`config.mk`:
```
export PLATFORM = sky130hd
export DESIGN_NAME = kms_scanner
export DESIGN_NICKNAME = d
export VERILOG_FILES = /design/src/core/kms_scanner.v
export VERILOG_INCLUDE_DIRS = /design/src /design/src/pkg
export SDC_FILE = /design/constraint.sdc
export NUM_CORES = 2
export LEC_CHECK = 0
export BUFFER_PORTS_ARGS = -buffer_cell sky130_fd_sc_hd__clkbuf_2
export CAP_MARGIN = 10
export CORE_MARGIN = 2
export CORE_UTILIZATION = 65
export DETAILED_ROUTE_END_ITERATION = 7
export PLACE_DENSITY = 0.8
export RECOVER_POWER = 25
export SKIP_CTS_REPAIR_TIMING = 1
export SLEW_MARGIN = 10
export SYNTH_ARGS = -nofsm -noshare
export SYNTH_HDL_FRONTEND = slang
export SYNTH_SLANG_ARGS = --single-unit
```
`constraint.sdc`:
```
create_clock -name clk_sys_in -period 14.2 [get_ports clk_sys_in]
set_input_delay 0.71 -clock clk_sys_in [delete_from_list [all_inputs] [get_ports clk_sys_in]]
set_output_delay 0.71 -clock clk_sys_in [all_outputs]
set_load 0.05 [all_outputs]
```
`src/pkg/kms_defines.vh`:
```
// Notes on behaviour
// - The scanner covers a switch array of 8 rows by 11 columns, at most 88 keys.
// - Eleven pins serve as column outputs and eight pins as row inputs with pull-ups.
// - Every row line is held high by a pull-up while it is sampled.
// - Each column line is either driven low or resistively pulled high.
// - A low on a column shows as a low on every row joined to it by a pressed key.
// - A single low steps across the columns and the rows are sampled at each step.
// - At least two and up to eight keys held together are resolved.
// - Detected key activity is latched and raises an interrupt request.
// - Each press and each release gives its own interrupt notification; in the code, events before a clear share one sticky press or release flag.
// - Glitches and too rapid changes are rejected; only stable transitions are reported.
// - Glitch blackout and minimum press thresholds are set in units of 2 ms.
// - With the wake option enabled, any key press wakes the chip from sleep.
// - Columns sit on pin indices four to seven, eight to twelve and fourteen to fifteen.
// - Scanner interrupts go out on the shared external interrupt one, vector 2.
// - In power-down, any row held low raises a maskable wake-up reset request.
`ifndef KMS_DEFINES_VH
`define KMS_DEFINES_VH

`define KMS_ROWS 8
`define KMS_COLS 11
`define KMS_KEYS 88
`define KMS_PINS 16
`define KMS_IRQ_VECTOR 4'h2

`define KMS_CLK_PERIOD_NS 5
`define KMS_UNIT_NS 2000000
`define KMS_TICK_W 19
`define KMS_SETTLE_CYCLES 8'h10

`define KMS_REG_CTRL 8'h00
`define KMS_REG_THRESH 8'h04
`define KMS_REG_STATUS 8'h08
`define KMS_REG_KEYS0 8'h0c
`define KMS_REG_KEYS1 8'h10
`define KMS_REG_KEYS2 8'h14
`define KMS_REG_LAST 8'h18

`define KMS_CTRL_SCAN_BIT 0
`define KMS_CTRL_WAKE_BIT 1
`define KMS_CTRL_IRQ_BIT 2
`define KMS_CTRL_RESET 3'h0
`define KMS_THRESH_RESET 16'h0202
`define KMS_ST_PRESS_BIT 0
`define KMS_ST_RELEASE_BIT 1
`define KMS_ST_COUNT_LSB 4

`endif

```
`src/core/kms_scanner.v`:
```
`timescale 1ns/1ps
`include "kms_defines.vh"

module kms_scanner #(
  parameter UNIT_CYCLES = `KMS_UNIT_NS / `KMS_CLK_PERIOD_NS
) (
  input wire clk_sys_in,
  input wire arst_n_in,
  input wire hsel_in,
  input wire [31:0] haddr_in,
  input wire [1:0] htrans_in,
  input wire hwrite_in,
  input wire [2:0] hsize_in,
  input wire [31:0] hwdata_in,
  input wire hready_in,
  output wire [31:0] hrdata_out,
  output wire hreadyout_out,
  output wire hresp_out,
  input wire [7:0] scan_row_input_in,
  output wire [7:0] row_pullup_en_out,
  output wire [15:0] keypad_column_line_out,
  output wire [15:0] keypad_column_line_oe_n_out,
  output wire [15:0] column_pullup_en_out,
  input wire power_down_in,
  output wire external_irq_one_out,
  output wire wake_reset_req_out
);

  localparam ST_IDLE = 2'h0;
  localparam ST_DRIVE = 2'h1;
  localparam ST_GAP = 2'h2;
  // Cut to the counter width on purpose; the unit count always fits
  localparam integer TICK_LAST_I = UNIT_CYCLES - 1;
  localparam [`KMS_TICK_W-1:0] TICK_LAST = TICK_LAST_I[`KMS_TICK_W-1:0];

  // Scan step to pin index; pins 0 to 3 and 13 carry no column
  function [3:0] kms_col_pin;
    input [3:0] step;
    begin
      if (step < 4'h4) begin
        kms_col_pin = step + 4'h4;
      end else if (step < 4'h9) begin
        kms_col_pin = step + 4'h4;
      end else begin
        kms_col_pin = step + 4'h5;
      end
    end
  endfunction

  function [5:0] kms_word;
    input [7:0] addr;
    begin
      kms_word = addr[7:2];
    end
  endfunction

  reg [7:0] row_meta_r;
  reg [7:0] row_sync_r;
  reg [2:0] ctrl_r;
  reg [15:0] thresh_r;
  reg st_press_r;
  reg st_release_r;
  reg [7:0] last_r;
  reg [31:0] hrdata_r;
  reg hreadyout_r;
  reg wr_pend_r;
  reg rd_pend_r;
  reg [7:0] addr_r;
  reg [1:0] state_r;
  reg [3:0] step_r;
  reg [7:0] settle_r;
  reg [`KMS_KEYS-1:0] raw_r;
  reg [`KMS_TICK_W-1:0] tick_cnt_r;
  reg tick_r;
  reg [15:0] col_oe_n_r;
  reg [7:0] row_pu_r;
  reg irq_r;
  reg wake_r;
  wire [`KMS_KEYS-1:0] deb_w;
  wire [`KMS_KEYS-1:0] press_hit;
  wire [`KMS_KEYS-1:0] rel_hit;
  wire scan_en = ctrl_r[`KMS_CTRL_SCAN_BIT];
  wire wake_en = ctrl_r[`KMS_CTRL_WAKE_BIT];
  wire irq_en = ctrl_r[`KMS_CTRL_IRQ_BIT];
  wire any_press = |press_hit;
  wire any_rel = |rel_hit;
  wire addr_ok = hsel_in & htrans_in[1] & hready_in;

  // Rows are asynchronous pins; the first stage feeds only the second
  always @(posedge clk_sys_in or negedge arst_n_in) begin
    if (!arst_n_in) begin
      row_meta_r <= 8'hff;
      row_sync_r <= 8'hff;
    end else begin
      row_meta_r <= scan_row_input_in;
      row_sync_r <= row_meta_r;
    end
  end

  // Debounce time base: one pulse per 2 ms unit
  always @(posedge clk_sys_in or negedge arst_n_in) begin
    if (!arst_n_in) begin
      tick_cnt_r <= {`KMS_TICK_W{1'b0}};
      tick_r <= 1'b0;
    end else if (tick_cnt_r == TICK_LAST) begin
      tick_cnt_r <= {`KMS_TICK_W{1'b0}};
      tick_r <= 1'b1;
    end else begin
      tick_cnt_r <= tick_cnt_r + 1'b1;
      tick_r <= 1'b0;
    end
  end

  // Walking zero: drive one column, let it settle past the row synchroniser, sample, release
  always @(posedge clk_sys_in or negedge arst_n_in) begin
    if (!arst_n_in) begin
      state_r <= ST_IDLE;
      step_r <= 4'h0;
      settle_r <= 8'h00;
      raw_r <= {`KMS_KEYS{1'b0}};
      col_oe_n_r <= 16'hffff;
    end else if (power_down_in) begin
      state_r <= ST_IDLE;
      step_r <= 4'h0;
      // Sleep with wake enabled: all columns low so any key pulls its row down; otherwise all released
      col_oe_n_r <= wake_en ? 16'b1101_1111_1111_0000 ^ 16'hffff : 16'hffff;
    end else begin
      case (state_r)
        ST_IDLE: begin
          col_oe_n_r <= 16'hffff;
          if (scan_en) begin
            state_r <= ST_DRIVE;
            step_r <= 4'h0;
            settle_r <= `KMS_SETTLE_CYCLES;
            col_oe_n_r <= ~(16'h0001 << kms_col_pin(4'h0));
          end
        end
        ST_DRIVE: begin
          if (settle_r == 8'h00) begin
            // A pressed key shorts the low column onto its row
            raw_r[step_r*8 +: 8] <= ~row_sync_r;
            col_oe_n_r <= 16'hffff;
            state_r <= ST_GAP;
          end else begin
            settle_r <= settle_r - 8'h01;
          end
        end
        ST_GAP: begin
          if (!scan_en) begin
            state_r <= ST_IDLE;
          end else begin
            step_r <= (step_r == 4'ha) ? 4'h0 : step_r + 4'h1;
            settle_r <= `KMS_SETTLE_CYCLES;
            col_oe_n_r <= ~(16'h0001 << kms_col_pin((step_r == 4'ha) ? 4'h0 : step_r + 4'h1));
            state_r <= ST_DRIVE;
          end
        end
        default: begin
          state_r <= ST_IDLE;
          col_oe_n_r <= 16'hffff;
        end
      endcase
    end
  end

  // Per-key filter: a change must hold for its threshold in 2 ms units; any bounce restarts it
  genvar g;
  generate
    for (g = 0; g < `KMS_KEYS; g = g + 1) begin : key_flt
      reg deb_r;
      reg [7:0] cnt_r;
      wire [7:0] thr = raw_r[g] ? thresh_r[15:8] : thresh_r[7:0];
      wire settled = (raw_r[g] != deb_r) && (cnt_r >= thr);
      assign deb_w[g] = deb_r;
      assign press_hit[g] = settled & raw_r[g];
      assign rel_hit[g] = settled & ~raw_r[g];
      always @(posedge clk_sys_in or negedge arst_n_in) begin
        if (!arst_n_in) begin
          deb_r <= 1'b0;
          cnt_r <= 8'h00;
        end else if (raw_r[g] != deb_r) begin
          if (cnt_r >= thr) begin
            deb_r <= raw_r[g];
            cnt_r <= 8'h00;
          end else if (tick_r) begin
            cnt_r <= cnt_r + 8'h01;
          end
        end else begin
          cnt_r <= 8'h00;
        end
      end
    end
  endgenerate

  // Lowest key index with an event this cycle, and number of keys held
  integer k;
  reg [6:0] ev_code;
  reg ev_press;
  reg [6:0] held_cnt;
  always @* begin
    ev_code = 7'h00;
    ev_press = 1'b0;
    held_cnt = 7'h00;
    for (k = `KMS_KEYS - 1; k >= 0; k = k - 1) begin
      if (press_hit[k] | rel_hit[k]) begin
        ev_code = k[6:0];
        ev_press = press_hit[k];
      end
      held_cnt = held_cnt + {6'h00, deb_w[k]};
    end
  end

  // Bus slave: writes with no wait, reads with one wait state so a write just before is seen
  wire wr_go = wr_pend_r;
  wire [5:0] wr_word = kms_word(addr_r);
  wire st_clr_press = wr_go && wr_word == kms_word(`KMS_REG_STATUS) &&
    hwdata_in[`KMS_ST_PRESS_BIT];
  wire st_clr_rel = wr_go && wr_word == kms_word(`KMS_REG_STATUS) &&
    hwdata_in[`KMS_ST_RELEASE_BIT];

  always @(posedge clk_sys_in or negedge arst_n_in) begin
    if (!arst_n_in) begin
      wr_pend_r <= 1'b0;
      rd_pend_r <= 1'b0;
      addr_r <= 8'h00;
      hreadyout_r <= 1'b1;
    end else begin
      if (rd_pend_r) begin
        rd_pend_r <= 1'b0;
        hreadyout_r <= 1'b1;
      end else if (addr_ok && !hwrite_in) begin
        rd_pend_r <= 1'b1;
        hreadyout_r <= 1'b0;
      end
      wr_pend_r <= addr_ok & hwrite_in;
      if (addr_ok) begin
        addr_r <= haddr_in[7:0];
      end
    end
  end

  always @(posedge clk_sys_in or negedge arst_n_in) begin
    if (!arst_n_in) begin
      ctrl_r <= `KMS_CTRL_RESET;
      thresh_r <= `KMS_THRESH_RESET;
      st_press_r <= 1'b0;
      st_release_r <= 1'b0;
      last_r <= 8'h00;
    end else begin
      if (wr_go && wr_word == kms_word(`KMS_REG_CTRL)) begin
        ctrl_r <= hwdata_in[2:0];
      end
      if (wr_go && wr_word == kms_word(`KMS_REG_THRESH)) begin
        thresh_r <= hwdata_in[15:0];
      end
      // A new event in the clearing cycle keeps its flag
      st_press_r <= (st_press_r & ~st_clr_press) | any_press;
      st_release_r <= (st_release_r & ~st_clr_rel) | any_rel;
      if (any_press | any_rel) begin
        last_r <= {ev_press, ev_code};
      end
    end
  end

  reg [31:0] rd_mux;
  always @* begin
    rd_mux = 32'h0000_0000;
    case (kms_word(addr_r))
      kms_word(`KMS_REG_CTRL): rd_mux = {29'h0, ctrl_r};
      kms_word(`KMS_REG_THRESH): rd_mux = {16'h0000, thresh_r};
      kms_word(`KMS_REG_STATUS): rd_mux = {21'h0, held_cnt, 2'h0, st_release_r, st_press_r};
      kms_word(`KMS_REG_KEYS0): rd_mux = deb_w[31:0];
      kms_word(`KMS_REG_KEYS1): rd_mux = deb_w[63:32];
      kms_word(`KMS_REG_KEYS2): rd_mux = {8'h00, deb_w[87:64]};
      kms_word(`KMS_REG_LAST): rd_mux = {24'h0, last_r};
      default: rd_mux = 32'h0000_0000;
    endcase
  end

  always @(posedge clk_sys_in or negedge arst_n_in) begin
    if (!arst_n_in) begin
      hrdata_r <= 32'h0000_0000;
    end else if (rd_pend_r) begin
      hrdata_r <= rd_mux;
    end
  end

  // Interrupt line, pull-ups and wake request
  always @(posedge clk_sys_in or negedge arst_n_in) begin
    if (!arst_n_in) begin
      irq_r <= 1'b0;
      wake_r <= 1'b0;
      row_pu_r <= 8'h00;
    end else begin
      irq_r <= irq_en & (st_press_r | st_release_r);
      wake_r <= power_down_in & wake_en & ~(&row_sync_r);
      row_pu_r <= 8'hff;
    end
  end

  assign hrdata_out = hrdata_r;
  assign hreadyout_out = hreadyout_r;
  assign hresp_out = 1'b0;
  assign row_pullup_en_out = row_pu_r;
  assign keypad_column_line_out = 16'h0000;
  assign keypad_column_line_oe_n_out = col_oe_n_r;
  assign column_pullup_en_out = col_oe_n_r & 16'b1101_1111_1111_0000;
  assign external_irq_one_out = irq_r;
  assign wake_reset_req_out = wake_r;

endmodule // kms_scanner

```
### Word-level counts from Yosys, hierarchy flattened

Cells that the tools add are included.

| storage, ports and cells | value |
|---|---|
| logic and storage cells | 1791 |
| input port bits | 83 |
| output and inout port bits | 92 |
| register bits after elaboration | 1021 |

| cells by class | value |
|---|---|
| shift operators | 3 |
| bitwise logic cells | 370 |
| add/subtract/negate cells | 181 |
| equal/unequal tests | 191 |
| reductions and logical operators | 198 |
| mux-type cells | 560 |
| $lt $le $gt $ge | 90 |

Operators with widths:

| operator | number |
|---|---|
| two-way mux 8 bit | 354 |
| adder 8 x 1 -> 8 bit, second input constant | 88 |
| greater-or-equal comparator 8 bit | 88 |
| two-way mux 7 bit | 88 |
| adder 7 x 1 -> 7 bit | 81 |
| != test 3 x 2 -> 1 bit, second input constant | 88 |
| case mux 32 bit (7 select lines) | 1 |
| AND 1 bit | 184 |
| AND reduction 2 bit | 90 |
| OR reduction 88 bit | 2 |
| logical AND 1 bit | 94 |
| two-way mux 1 bit | 94 |
| inverter 1 bit | 92 |
| OR 1 bit | 92 |
| bitwise mux 88 bit | 1 |
| != test 1 bit | 88 |
| variable shift 8 x 34 -> 88 bit, first input constant | 1 |
| indexed part select 8 x 34 -> 88 bit | 1 |
| two-way mux 16 bit | 4 |
| case mux 16 bit (3 select lines) | 1 |
| two-way mux 4 bit | 9 |
| negation 7 -> 34 bit | 1 |
| adder 19 x 1 -> 19 bit, second input constant | 1 |
| == test 19 bit, second input constant | 1 |
| 39 further kinds | 49 |

### Longest topological paths before layout

| logic depth | value |
|---|---|
| depth in word-level cells | 93 |
| depth in mapped cells | 24 |
| depth with buffers taken out | 24 |

### Worst setup path after synthesis

No wires, ideal clock.

| path | value |
|---|---|
| path kind | flip-flop to flip-flop |
| start point | register key_flt[29].deb_r |
| end point | register hrdata_r[10], in the netlist hrdata_out[10] |
| data arrival time | 6.531 ns |
| setup time | 0.134 ns |
| clock period less this slack | 6.666 ns |
| path buffers | 0 |
| stages on the path, launching flop included | 25 |
| data required time | 14.066 ns |
| path slack | 7.534 ns |
| path through | dfrtp_1 -> fa_1 -> inv_1 -> fa_1 -> inv_1 -> fa_1 -> inv_1 -> fa_1 -> inv_1 -> fa_1 -> fa_1 -> fa_1 -> inv_1 -> fa_1 -> fa_1 -> inv_1 -> ha_1 -> fa_1 -> a21o_1 -> a21o_1 -> a21o_1 -> a21oi_1 -> xnor2_1 -> a21boi_0 -> o22ai_1 |

| between the ends | value |
|---|---|
| word-level cells in the longest chain between the ends | 31 |

Ends and longest elaborated chain:

| element | RTL line | source |
|---|---|---|
| from (decl) | kms_scanner.v:170 | `reg deb_r;` |
| from (signal assigned) | kms_scanner.v:183 | `deb_r <= raw_r[g];` |
| adder 7 x 1 -> 7 bit (30 in series) | kms_scanner.v:209 | `held_cnt = held_cnt + {6'h00, deb_w[k]};` |
| case mux 32 bit (7 select lines) | kms_scanner.v:268 | `case (kms_word(addr_r))` |
| to (signal assigned) | kms_scanner.v:284 | `hrdata_r <= rd_mux;` |
| to (decl) | kms_scanner.v:64 | `reg [31:0] hrdata_r;` |

Every way passes these cells.
A chain may end at the register's enable or synchronous reset.

==> metrics.txt <==
outcome=finished with violations; failing checks=capacitance limit, slew limit; first-pass GRT wire length=376000 um; crit path kind=in2async; drt first pass iters=6; Inst Count DP=9363; DRT antenna net count=0; Max Root-Sink Buffers=3; Die Area=120000 sq um; drt total wl=249000 um; setup ws final=5530 ps; I/O pin cnt=175; grt ovf=0; Int Power=5.45 mW; setup violators final=0; WL/cell=25.9 um; pwr dens=97.5 nW/um^2; total power=7.96 mW; Initial Util=0.654; CP Max Fanout=102; CTS tree=built; highest metal used=met5; Synth cell types=101; P_leak=35.9 nW; sw frac=0.316; CTS Sinks=1019; CP startpoint=arst_n_in; Net Sw Power=2.52 mW; CP arrival=9420 ps; Met2 Wirelength=110000 um; Clk pwr share=0.420; vias in the first global route=62400; Iter 0 DRT Violations=6065; unrepaired setup endpoints after global routing=false; fraction of registers with async set/reset=1.00; pins over their slew limit=272; clock latency at the later pin of the worst-skew pair=800 ps; vias per inst=6.61; placer congestion estimate=1.09; Post-DP HPWL=177000 um; Hold Startpoint=scan_row_input_in[7]; Metal-1 WL=97900 um; final std cells w/o fill=9591; most frequent cell after synthesis=nor2_1; final hold violations=0; clock skew=41.8 ps; share of power burned in registers=0.404; met3 wire length=24300 um; RR Startpoint=key_flt[35].deb_r$_DFFE_PN0P_; Cell Area, Synth=75900 sq um; Max Freq=115 MHz; Period minus WS final=8670 ps; initial antenna violation count=15; Port Buf Inserts=106; top cell type by total area after synthesis=dfrtp_1; final instance area=81700 sq um; Num CTS Buffers=114; H-tree Lvls=3; Hold WC Path Type=in2reg; FF-to-FF setup slack=6490 ps; pre-CTS WS=6630 ps; post-synthesis sequential element count=1019; die height=346 um; Final Cycle Share=0.611; WP data required=14950 ps; Die Width=346 um; yosys warns=0; nets=8941; Combinational Power Share=0.177; Most used DFF post-synth=dfrtp_1; Vias=63300; WHS=14.9 ps; worst slew pin tran=5570 ps; Max Cap Viol=4; Slew HR=-2.71; Cells after Synth=8061; total track usage=0.410; most frequent cells after synthesis=1017 x nor2_1, 984 x dfrtp_1, 824 x ha_1; register clock-pin slew on the reported worst setup and hold paths=70 ps; post-layout util=0.704; Syn Area/Cell=9.42 sq um; ratio of cells with drive above 1 in the final layout=0.0803; DP Area=77500 sq um; Core Area=116000 sq um; largest net degree at the start of global routing=155; Area Overhead vs Synth=7.57%; Startpoint Class=primary input; count of flip-flops with a built-in enable after synthesis=0; register area share after synthesis=0.336; setup_tns=0 ps; Rows=125; Critical Path Sink Type=asynchronous set/reset pin; DRC viols=0; top-area cell type share of the netlist area=0.324; Max VDD drop=0.000142 V; CTS Root Cell=clkbuf_16; main area contributors after synthesis=dfrtp_1 32%, ha_1 14%, mux2i_1 9.3%
area by class of cell:
cell class / instances / area [sq um]
diodes: 7 / 17.5
clock buffers: 156 / 3360
clock inverters: 62 / 872
fillers: 8672 / 34400
inverters: 287 / 1080
multi-input cells: 6327 / 47600
flip-flops and latches: 1019 / 25600
well taps: 1524 / 1910
repair buffers: 209 / 1260
power groups by stage:
stage	Clock, mW	Sequential [mW]	Combinational, mW
floorplan	0	3.14	0.931
global placement	0	3.25	1.31
detailed placement	0	3.25	1.38
CTS	3.36	3.20	1.39
global route	3.48	3.21	1.53
finish	3.34	3.21	1.41
cell usage in the layout, fill, tap and decap left out, drive strengths merged, types with 194 or more instances in the layout:
cell type,instances
mux2i,706
inv,295
ha,824
o21ai,251
nand2,584
xor2,498
nand3,280
dfrtp,984
nor2,1017
mux2,194
a21oi,219
xnor2,218
nand4,243
clkbuf,266
final timing paths:
kind,endpoint,depth (start not counted)
worst min register to register,row_sync_r[3]$_DFF_PN1_,0
max in group clk_sys_in,hrdata_out[10]$_DFFE_PN0P_,24
min in group asynchronous,key_flt[20].cnt_r[3]$_DFFE_PN0P_,2
worst max register to register,hrdata_out[10]$_DFFE_PN0P_,24
worst max-delay path,key_flt[47].cnt_r[3]$_DFFE_PN0P_,4
worst min-delay path,row_meta_r[7]$_DFF_PN1_,1
per-layer routing:
metal	GRT usage	vias up
li1	-	28200
met1	0.531	31200
met2	0.635	3061
met3	0.0948	875
met4	0.233	18
met5	0	-
sequential cells by signal, indices dropped and copies added (netlist names), 2 cells and up:
name and flops:
key_flt.cnt_r 704, key_flt.deb_r 88, raw_r 88, hrdata_out 32
tick_cnt_r 19, keypad_column_line_oe_n_out 16, thresh_r 16, last_r 8
row_meta_r 8, row_sync_r 8, settle_r 8, addr_r 6
step_r 4, ctrl_r 3, state_r 2
cell families after synthesis:
group           synth area share
fa+ha+maj                  0.156
mux                        0.122
other cells            0.0000989
buf+inv                   0.0384
simple gates               0.166
compound gates            0.0993
xor+xnor                  0.0826
flops                      0.336
critical path, stage by stage:
cell and delay, ps:
dlygate4sd3_1 520, clkbuf_1 3770, clkbuf_1 2970, buf_4 1140
No activity file was read; power rests on OpenSTA's default activity.
